**src/logic/rac_pkg.sv**
```systemverilog
package rac_pkg;
  // Fixed bytes of the answer string
  localparam logic [7:0] ATR_TS = 8'h3B;
  localparam logic [7:0] ATR_T0 = 8'h97;
  localparam logic [7:0] ATR_TA1 = 8'h95;
  localparam logic [7:0] ATR_TD1 = 8'h80;
  localparam logic [7:0] ATR_TD2 = 8'h3F;
  localparam logic [7:0] HIST_CAT = 8'h80;
  localparam logic [7:0] TAG_CDS = 8'h31;
  localparam logic [7:0] TAG_CAP = 8'h73;
  localparam logic [3:0] PROTO_GLOBAL = 4'hF;
  localparam int ATR_LAST = 14;
  // Rate pairs (clock-rate factor, baud divisor)
  localparam int F_DEF = 372;
  localparam int D_DEF = 1;
  localparam int F_FAST = 512;
  localparam int D_MID = 8;
  localparam int D_HIGH = 16;
  localparam logic [8:0] ETU_DEF = 9'(F_DEF / D_DEF);
  localparam logic [8:0] ETU_MID = 9'(F_FAST / D_MID);
  localparam logic [8:0] ETU_HIGH = 9'(F_FAST / D_HIGH);
  typedef enum logic [1:0] {
    RATE_DEF = 2'b00,
    RATE_MID = 2'b01,
    RATE_HIGH = 2'b10,
    RATE_OTHER = 2'b11
  } rac_rate_t;
  // Feature bit positions in the first global tB byte
  localparam int FB_TOP = 7;
  localparam int FB_USB = 6;
  localparam int FB_CLF = 5;
  localparam int FB_LOWZ = 4;
  localparam int FB_SEC = 3;
  localparam int FB_P2P = 2;
  localparam int FB_EMGT = 1;
  localparam int FB_LSI = 0;
  // Terminal register map and reset timing
  localparam logic [3:0] REG_CTRL = 4'h0;
  localparam logic [3:0] REG_STAT = 4'h4;
  localparam logic [3:0] REG_PARM = 4'h8;
  localparam logic [3:0] REG_FEAT = 4'hC;
  localparam int RST_LOW_CYCLES = 400;
  localparam logic [31:0] CTRL_RESET = 32'h0000_0000;

  function automatic logic tb_legal(input logic [7:0] b);
    return (b == 8'h00) || (b[FB_TOP] && (b[6:0] != 7'h00) && !(b[FB_P2P] && !b[FB_SEC]));
  endfunction

  function automatic logic [6:0] feat_decode(input logic [7:0] b);
    logic t;
    t = b[FB_TOP];
    return {t & b[FB_LOWZ], t & b[FB_USB], t & b[FB_CLF], t & b[FB_SEC],
            t & b[FB_SEC] & b[FB_P2P], t & b[FB_EMGT], t & b[FB_LSI]};
  endfunction
endpackage

```
**src/logic/rac_link_if.sv**
```systemverilog
interface rac_link_if;
  logic rst_n;
  logic [1:0] rate_sel;
  logic [7:0] data;
  logic valid;
  logic ready;
  modport card (input rst_n, input rate_sel, output data, output valid, input ready);
  modport term (output rst_n, output rate_sel, input data, input valid, output ready);
endinterface

```
**src/logic/rac_term.sv**
```systemverilog
// Added by the designer: the register addresses and the AHB-Lite slave port.
module rac_term
  import rac_pkg::*;
#(
  parameter int RST_LOW = RST_LOW_CYCLES
) (
  // Clock and reset
  input wire logic clk,
  input wire logic resetn,
  // AHB-Lite slave
  input wire logic hsel,
  input wire logic [31:0] haddr,
  input wire logic [1:0] htrans,
  input wire logic hwrite,
  input wire logic [2:0] hsize,
  input wire logic [31:0] hwdata,
  input wire logic hready,
  output logic [31:0] hrdata,
  output logic hreadyout,
  output logic hresp,
  // Link to card
  rac_link_if.term lnk
);

  if (RST_LOW < 1 || RST_LOW > 65535) begin : g_bad_rst
    $error("rac_term: reset length out of range");
  end

  typedef enum logic [2:0] {
    P_IDLE = 3'b000,
    P_TS = 3'b001,
    P_T0 = 3'b010,
    P_IF = 3'b011,
    P_HIST = 3'b100,
    P_TCK = 3'b101,
    P_DONE = 3'b110
  } rac_parse_t;

  rac_parse_t ps_r;
  logic [15:0] rcnt_r;
  logic rst_n_r, hold_r, pps_r;
  logic [1:0] sel_r;
  logic [3:0] ymask_r, grp_r, hleft_r;
  logic glob_r, tck_need_r, tck_ok_r, ta_f_r, tb_f_r;
  logic [7:0] xor_r, ta1_r, tag_r, tbg_r, h0_r, h1_r, cnt_r;
  logic wr_pend_r;
  logic [3:0] wa_r;
  logic start, acc, take, is_ta, is_tb, is_td, if_end;
  logic map_ok, wr_acc;
  logic rate_ok, hist_ok, tb_rsv;
  logic [3:0] ym_left;
  logic [7:0] b;
  logic [31:0] stat_w, parm_w, rd_w;

  assign acc = hsel && htrans[1] && hready;
  // Unmapped or partial-word writes must not alias onto the control word
  assign map_ok = haddr[31:4] == 28'h0;
  assign wr_acc = acc && hwrite && map_ok && hsize == 3'h2;
  assign start = wr_pend_r && wa_r == REG_CTRL && hwdata[0];
  // Counts the same edges as the card: the registered ready, not its source
  assign take = lnk.valid && lnk.ready;
  assign b = lnk.data;
  assign is_ta = ymask_r[0];
  assign is_tb = !ymask_r[0] && ymask_r[1];
  assign is_td = ymask_r[3:0] == 4'b1000;
  assign ym_left = ymask_r & (ymask_r - 4'd1);
  assign if_end = is_td ? (b[7:4] == 4'h0) : (ym_left == 4'h0);
  assign rate_ok = sel_r != RATE_OTHER || pps_r;
  assign hist_ok = h0_r == HIST_CAT && h1_r == TAG_CDS;
  assign tb_rsv = tb_f_r && !tb_legal(tbg_r);
  assign stat_w = {23'h0, tb_f_r, rate_ok, hist_ok, tb_rsv, tb_f_r, glob_r, tck_ok_r,
                   ps_r == P_DONE, ps_r != P_DONE && ps_r != P_IDLE};
  assign parm_w = {cnt_r, tbg_r, tag_r, ta1_r};
  assign rd_w = haddr[3:0] == REG_CTRL ? {27'h0, pps_r, sel_r, hold_r, 1'b0} :
                haddr[3:0] == REG_STAT ? stat_w :
                haddr[3:0] == REG_PARM ? parm_w :
                haddr[3:0] == REG_FEAT ? {25'h0, feat_decode(tbg_r)} : 32'h0;

  // Bus slave: zero wait states, read data registered in the address phase
  always_ff @(posedge clk) begin
    if (!resetn) begin
      hrdata <= 32'h0;
      hreadyout <= 1'b1;
      hresp <= 1'b0;
      wr_pend_r <= 1'b0;
      wa_r <= 4'h0;
    end else begin
      wr_pend_r <= wr_acc;
      wa_r <= haddr[3:0];
      if (acc && !hwrite) begin
        hrdata <= haddr[31:4] == 28'h0 ? rd_w : 32'h0;
      end
    end
  end

  // Control register and reset contact sequencing
  always_ff @(posedge clk) begin
    if (!resetn) begin
      {pps_r, sel_r, hold_r} <= CTRL_RESET[4:1];
      rst_n_r <= 1'b0;
      rcnt_r <= 16'(RST_LOW);
    end else begin
      if (wr_pend_r && wa_r == REG_CTRL) begin
        {pps_r, sel_r, hold_r} <= hwdata[4:1];
      end
      if (start) begin
        rst_n_r <= 1'b0;
        rcnt_r <= 16'(RST_LOW);
      end else if (rcnt_r != 16'h0) begin
        rcnt_r <= rcnt_r - 16'h1;
      end else begin
        rst_n_r <= 1'b1;
      end
    end
  end

  always_ff @(posedge clk) begin
    if (!resetn) begin
      lnk.rst_n <= 1'b0;
      lnk.ready <= 1'b0;
      lnk.rate_sel <= RATE_DEF;
    end else begin
      lnk.rst_n <= rst_n_r;
      lnk.ready <= !hold_r && rst_n_r;
      // Only agreed pairs reach the card
      lnk.rate_sel <= rate_ok ? sel_r : RATE_DEF;
    end
  end

  // Parser accepts any protocol type and trailing bytes
  always_ff @(posedge clk) begin
    if (!resetn || start) begin
      ps_r <= start ? P_TS : P_IDLE;
      {ymask_r, grp_r, hleft_r} <= 12'h0;
      {glob_r, tck_need_r, tck_ok_r, ta_f_r, tb_f_r} <= 5'h0;
      {xor_r, ta1_r, tag_r, tbg_r, h0_r, h1_r, cnt_r} <= 56'h0;
    end else if (ps_r == P_IDLE) begin
      // Arms while the reset contact is still low, so no byte is missed
      ps_r <= P_TS;
    end else if (take && ps_r != P_IDLE && ps_r != P_DONE) begin
      cnt_r <= cnt_r + 8'h1;
      xor_r <= ps_r == P_TS ? 8'h00 : xor_r ^ b;
      unique case (ps_r)
        P_TS: ps_r <= P_T0;
        P_T0: begin
          ymask_r <= b[7:4];
          hleft_r <= b[3:0];
          grp_r <= 4'd1;
          ps_r <= b[7:4] != 4'h0 ? P_IF : b[3:0] != 4'h0 ? P_HIST : P_DONE;
        end
        P_IF: begin
          ymask_r <= is_td ? b[7:4] : ym_left;
          if (is_ta && grp_r == 4'd1) begin
            ta1_r <= b;
          end
          if (is_ta && glob_r && !ta_f_r && grp_r > 4'd2) begin
            tag_r <= b;
            ta_f_r <= 1'b1;
          end
          if (is_tb && glob_r && !tb_f_r && grp_r > 4'd2) begin
            tbg_r <= b;
            tb_f_r <= 1'b1;
          end
          if (is_td) begin
            grp_r <= grp_r + 4'd1;
            tck_need_r <= tck_need_r || b[3:0] != 4'h0;
            if (b[3:0] == PROTO_GLOBAL && grp_r > 4'd1) begin
              glob_r <= 1'b1;
            end
          end
          if (if_end) begin
            ps_r <= hleft_r != 4'h0 ? P_HIST :
                    (tck_need_r || (is_td && b[3:0] != 4'h0)) ? P_TCK : P_DONE;
          end
        end
        P_HIST: begin
          hleft_r <= hleft_r - 4'd1;
          if (cnt_r[3:0] == 4'h0 || h0_r == 8'h00 && !hist_ok) begin
            h0_r <= b;
          end
          if (h0_r != 8'h00 && h1_r == 8'h00) begin
            h1_r <= b;
          end
          if (hleft_r == 4'd1) begin
            ps_r <= tck_need_r ? P_TCK : P_DONE;
          end
        end
        P_TCK: begin
          tck_ok_r <= (xor_r ^ b) == 8'h00;
          ps_r <= P_DONE;
        end
        default: ps_r <= P_DONE;
      endcase
    end
  end

endmodule

```
**src/flat_wrapper.sv**
```systemverilog
// flat-port wrapper written by rule: the top's interface ports become plain ports
module rac_term_flat import rac_pkg::*;
#(
  parameter int RST_LOW = RST_LOW_CYCLES
)
  (clk, resetn, hsel, haddr, htrans, hwrite, hsize, hwdata, hready, hrdata, hreadyout, hresp, lnk_rst_n, lnk_rate_sel, lnk_data, lnk_valid, lnk_ready);
  rac_link_if lnk_i ();
  input wire logic clk;
  input wire logic resetn;
  input wire logic hsel;
  input wire logic [31:0] haddr;
  input wire logic [1:0] htrans;
  input wire logic hwrite;
  input wire logic [2:0] hsize;
  input wire logic [31:0] hwdata;
  input wire logic hready;
  output logic [31:0] hrdata;
  output logic hreadyout;
  output logic hresp;
  output wire logic [$bits(lnk_i.rst_n)-1:0] lnk_rst_n;
  output wire logic [$bits(lnk_i.rate_sel)-1:0] lnk_rate_sel;
  input wire logic [$bits(lnk_i.data)-1:0] lnk_data;
  input wire logic [$bits(lnk_i.valid)-1:0] lnk_valid;
  output wire logic [$bits(lnk_i.ready)-1:0] lnk_ready;
  assign lnk_rst_n = lnk_i.rst_n;
  assign lnk_rate_sel = lnk_i.rate_sel;
  assign lnk_i.data = lnk_data;
  assign lnk_i.valid = lnk_valid;
  assign lnk_ready = lnk_i.ready;
  rac_term #(.RST_LOW(RST_LOW)) u_core (.clk(clk), .resetn(resetn), .hsel(hsel), .haddr(haddr), .htrans(htrans), .hwrite(hwrite), .hsize(hsize), .hwdata(hwdata), .hready(hready), .hrdata(hrdata), .hreadyout(hreadyout), .hresp(hresp), .lnk(lnk_i));
endmodule
```
**config.mk**
```make
export PLATFORM = sky130hd
export DESIGN_NAME = rac_term_flat
export DESIGN_NICKNAME = d
export VERILOG_FILES = /design/src/logic/rac_pkg.sv /design/src/logic/rac_link_if.sv /design/src/logic/rac_term.sv /design/src/flat_wrapper.sv
export SDC_FILE = /design/constraint.sdc
export NUM_CORES = 1
export LEC_CHECK = 0
export ABC_AREA = 1
export BUFFER_PORTS_ARGS = -buffer_cell sky130_fd_sc_hd__buf_2
export CAP_MARGIN = 20
export CORE_ASPECT_RATIO = 1.2
export CORE_MARGIN = 3
export CORE_UTILIZATION = 50
export DETAILED_ROUTE_END_ITERATION = 16
export PLACE_DENSITY = 0.86
export SYNTH_ARGS = -nofsm -noshare
export SYNTH_HDL_FRONTEND = slang
export SYNTH_SLANG_ARGS = --single-unit
```
**constraint.sdc**
```tcl
create_clock -name clk -period 1.81 [get_ports clk]
set_clock_uncertainty 0.15 [all_clocks]
set_input_delay 0.362 -clock clk [delete_from_list [all_inputs] [get_ports clk]]
set_output_delay 0.362 -clock clk [all_outputs]
set_load 0.02 [all_outputs]
```
==> summary.md <==
| Metric | Value |
|---|---|
| Min Tclk post-route | `1.96 ns` |
| Critical path's largest stage delay | `0.45 ns` |
| Area Growth Syn to Fin | `31.0%` |
| Internal power | `0.00573 W` |
| Multi-input gate area | `3430 um^2` |
| Vias in the first global route | `6032` |
| Reg power frac | `39.3%` |
| Switch Pwr | `0.00254 W` |
| DRT Pass-1 Iters | `6` |
| Syn Nets | `968` |
| IO Pins | `121` |
| Largest net degree at the start of global routing | `52` |
| FFs w/ async S/R, synth | `0%` |
| Starting density of the core | `52.3%` |
| Pins over their slew limit | `0` |
| Cell Area, Synth | `6480 um^2` |
| Violated checks | `setup timing` |
| Slowest-stage cell, CP | `edfxtp_1` |
| Status | `finished with violations` |
| Layout Nets | `1120` |
| Power per cell area | `974 nW/um^2` |
| Commonest non-fill, non-tap cell in the layout | `nand2_1` |
| Netlist cell types | `47` |
| # clock sinks | `138` |
| CTS root buffer | `clkbuf_16` |
| Syn avg cell area | `7.41 um^2` |
| Final worst path period share | `108%` |
| Worst-path clk slew | `0.07 ns` |
| Share of post-route cells with drive strength above 1 | `25.7%` |
| DR WL/cell | `17.0 um` |
| # setup viols final | `42` |
| Post-synth top flop | `dfxtp_1` |
| Combinational family with the most area after synthesis | `simple AND/OR/NAND/NOR gates` |
| Adder-cell area share of the yosys netlist | `2.12%` |
| Max cap viols | `0` |
| Filler instances | `891` |
| Post-synthesis simple-gate area fraction | `27.3%` |
| Crit end category | `flop` |
| Routed Antenna Nets | `0` |
| Crit path arrival time | `2.11 ns` |
| Clock network power share | `42.6%` |
| HP Start | `haddr[0]` |
| H-tree depth | `4` |
| Routability cong. | `0.935` |
| RSZ-0062 raised after global routing | `yes` |
| Most frequent cells in the layout | `nand2_1 (136), dfxtp_1 (133), a21oi_1 (97), nor2_1 (97), buf_2 (90)` |
| Synth Warn # | `0` |
| RR Startpoint | `u_core.ps_r[2]` |
| CTS Buffer Depth | `2` |
| Complex-gate fraction of the synthesized area | `16.6%` |
| First-pass GRT wire length | `27400 um` |
| TritonCTS buffer count | `17` |
| VDD IR-drop max | `0.000668 V` |
| EDFF count, synth | `3` |
| Core region area | `12400 um^2` |
| Final setup TNS | `-3.78 ns` |
| Crit path max fanout | `8` |
| Post-synthesis mux area share | `0%` |
| Horiz. Die Dim | `110 um` |
| Register area | `2800 um^2` |
| Most used cell, CP | `nand3_4` |
| Register area share after synthesis | `43.1%` |
| Worst setup margin | `-0.150 ns` |
| CP startpoint | `u_core.ps_r[2]` |
| Vias | `7002` |
| Number of I/O port buffers | `90` |
| Pre-CTS setup slack | `-0.0701 ns` |
| Combinational share of power | `18.1%` |
| Post-synthesis cell count | `874` |
| Switching Fraction | `30.7%` |
| Startpoint Class | `flop` |
| Final hold vios | `0` |
| # DRC | `0` |
| FP Rows | `44` |
| CTS tree | `built` |
| Die Y | `131 um` |
| CP Data Required Time | `1.96 ns` |
| DIE AREA | `14400 um^2` |
| Congestion Overflow GR | `0` |
| Routed WL | `20400 um` |
| Worst-path cell chain | `buf_6 > buf_6 > nand3_4 > nand3_4 > nor2_8 > nand3_4 > o21ai_2 > a21oi_1` |
| Yosys reg bits | `138` |
| Iter 0 DRT Violations | `766` |
| Mean number of vias per cell | `5.83` |
| Clock latency on the worst-skew pair | `0.43 ns` |
| XOR/XNOR share of the synthesized area | `3.24%` |
| Detailed placer's ending HPWL | `12000 um` |
| CP Class | `flop to flop` |
| Initial antenna violation count | `1` |
| Leakage | `3.75 nW` |
| Hold slack | `0.0123 ns` |
| Worst min path class | `input port to flop` |
| Peak Freq | `0.510 GHz` |
| GRT Util Overall | `24.2%` |
## power groups by stage
stage / Sequential (W) / Clock, W / Combinational [W]
after global placement: 0.00330 / 0 / 0.00100
after CTS: 0.00323 / 0.00351 / 0.00108
final: 0.00325 / 0.00352 / 0.00150
after detailed placement: 0.00330 / 0 / 0.00103
after floorplan: 0.00333 / 0 / 0.000609
after global routing: 0.00325 / 0.00367 / 0.00159
## cell families (layout without fill, tap and decap cells)
logic type               Yosys count  in the layout
adder cells (fa/ha/maj)           11             11
buffers and inverters            117            279
AND/OR/NAND/NOR                  378            381
other                              2              3
AO/OA/AOI/OAI                    204            204
XOR/XNOR                          24             24
flip-flops                       138            138
## routing by layer
layer	GRT usage, %	wire [um]	part of all wire (%)	vias to the layer above
met4	14.3	1230	6.0	0
met1	26.4	7120	35	3221
li1	-	-	-	3222
met3	5.21	1870	9.1	123
met2	42.8	10200	50	436
met5	0	0	0	-
## metrics by stage
step / power, W / utilization (%) / cell area, um^2 / instances
2_1_floorplan: 0.00394 / - / 6490 / 874
3_3_place_gp: 0.00430 / 59.5 / 7370 / 1137
3_5_place_dp: 0.00434 / 59.5 / 7370 / 1137
4_1_cts: 0.00781 / 64.6 / 8000 / 1172
5_1_grt: 0.00851 / 68.5 / 8490 / 1201
6_report: 0.00826 / 68.5 / 8490 / 1201
## cell usage after synthesis, types with 4 or more instances
library cell  instances  area (um^2)
nand4_1              16          100
buf_4                 4         30.0
nand3_1              78          390
nor2_1              102          383
buf_2                 5         25.0
clkbuf_1             23         86.3
nand2_1             139          522
o21ai_1               7         35.0
o211a_1               4         40.0
o21ai_0              76          380
nor3_1               13         65.1
a21oi_1             106          531
dfxtp_1             135         2700
nand2_2               6         37.5
ha_1                 11          138
inv_1                79          297
xor2_1               14          123
xnor2_1              10         87.6
## worst max-delay path, delay by kind of cell (launching register included)
family | cells | cell delay (ns)
buffers and inverters | 2 | 0.27
flip-flops | 1 | 0.45
AO/OA/AOI/OAI | 2 | 0.25
AND/OR/NAND/NOR | 4 | 0.71
## cell type report
cell class	instances	share of cell area (%)
Tap cell	161	2.37
Timing Repair Buffer	166	13.6
Antenna cell	1	0.0295
Inverter	81	3.63
Multi-Input combinational cell	622	40.4
Clock buffer	17	5.01
Sequential cell	138	32.9
Clock inverter	15	2.02
## final timing paths
| path | to | slack, ns | cells after the start |
|---|---|---|---|
| worst min register to register | u_core.hrdata[8] | 0.31 | 2 |
| worst max-delay path | u_core.h1_r[1] | -0.15 | 8 |
| worst min-delay path | u_core.wa_r[0] | 0.01 | 3 |
| worst max register to register | u_core.h1_r[1] | -0.15 | 8 |
## flip-flops by register name, summed over array words and instances (netlist names), 2 cells and up
register / cells
u_core.ps_r: 3
u_core.ymask_r: 4
u_core.cnt_r: 8
u_core.h0_r: 8
u_core.grp_r: 4
u_core.xor_r: 8
u_core.h1_r: 8
u_core.hrdata: 32
u_core.hleft_r: 4
u_core.rcnt_r: 16
u_core.wa_r: 4
u_core.sel_r: 2
u_core.ta1_r: 8
u_core.tbg_r: 8
u_core.lnk.rate_sel: 2
u_core.tag_r: 8
## repair_timing
item	4_1_cts	5_1_grt
gates cloned	0	5
buffers inserted	2	24
gates resized for setup	2	85
hold buffers	1	0
pin swaps	1	12
setup endpoints to repair	19	59
endpoints found under the hold margin	1	0
(Power assumes the default switching activity.)
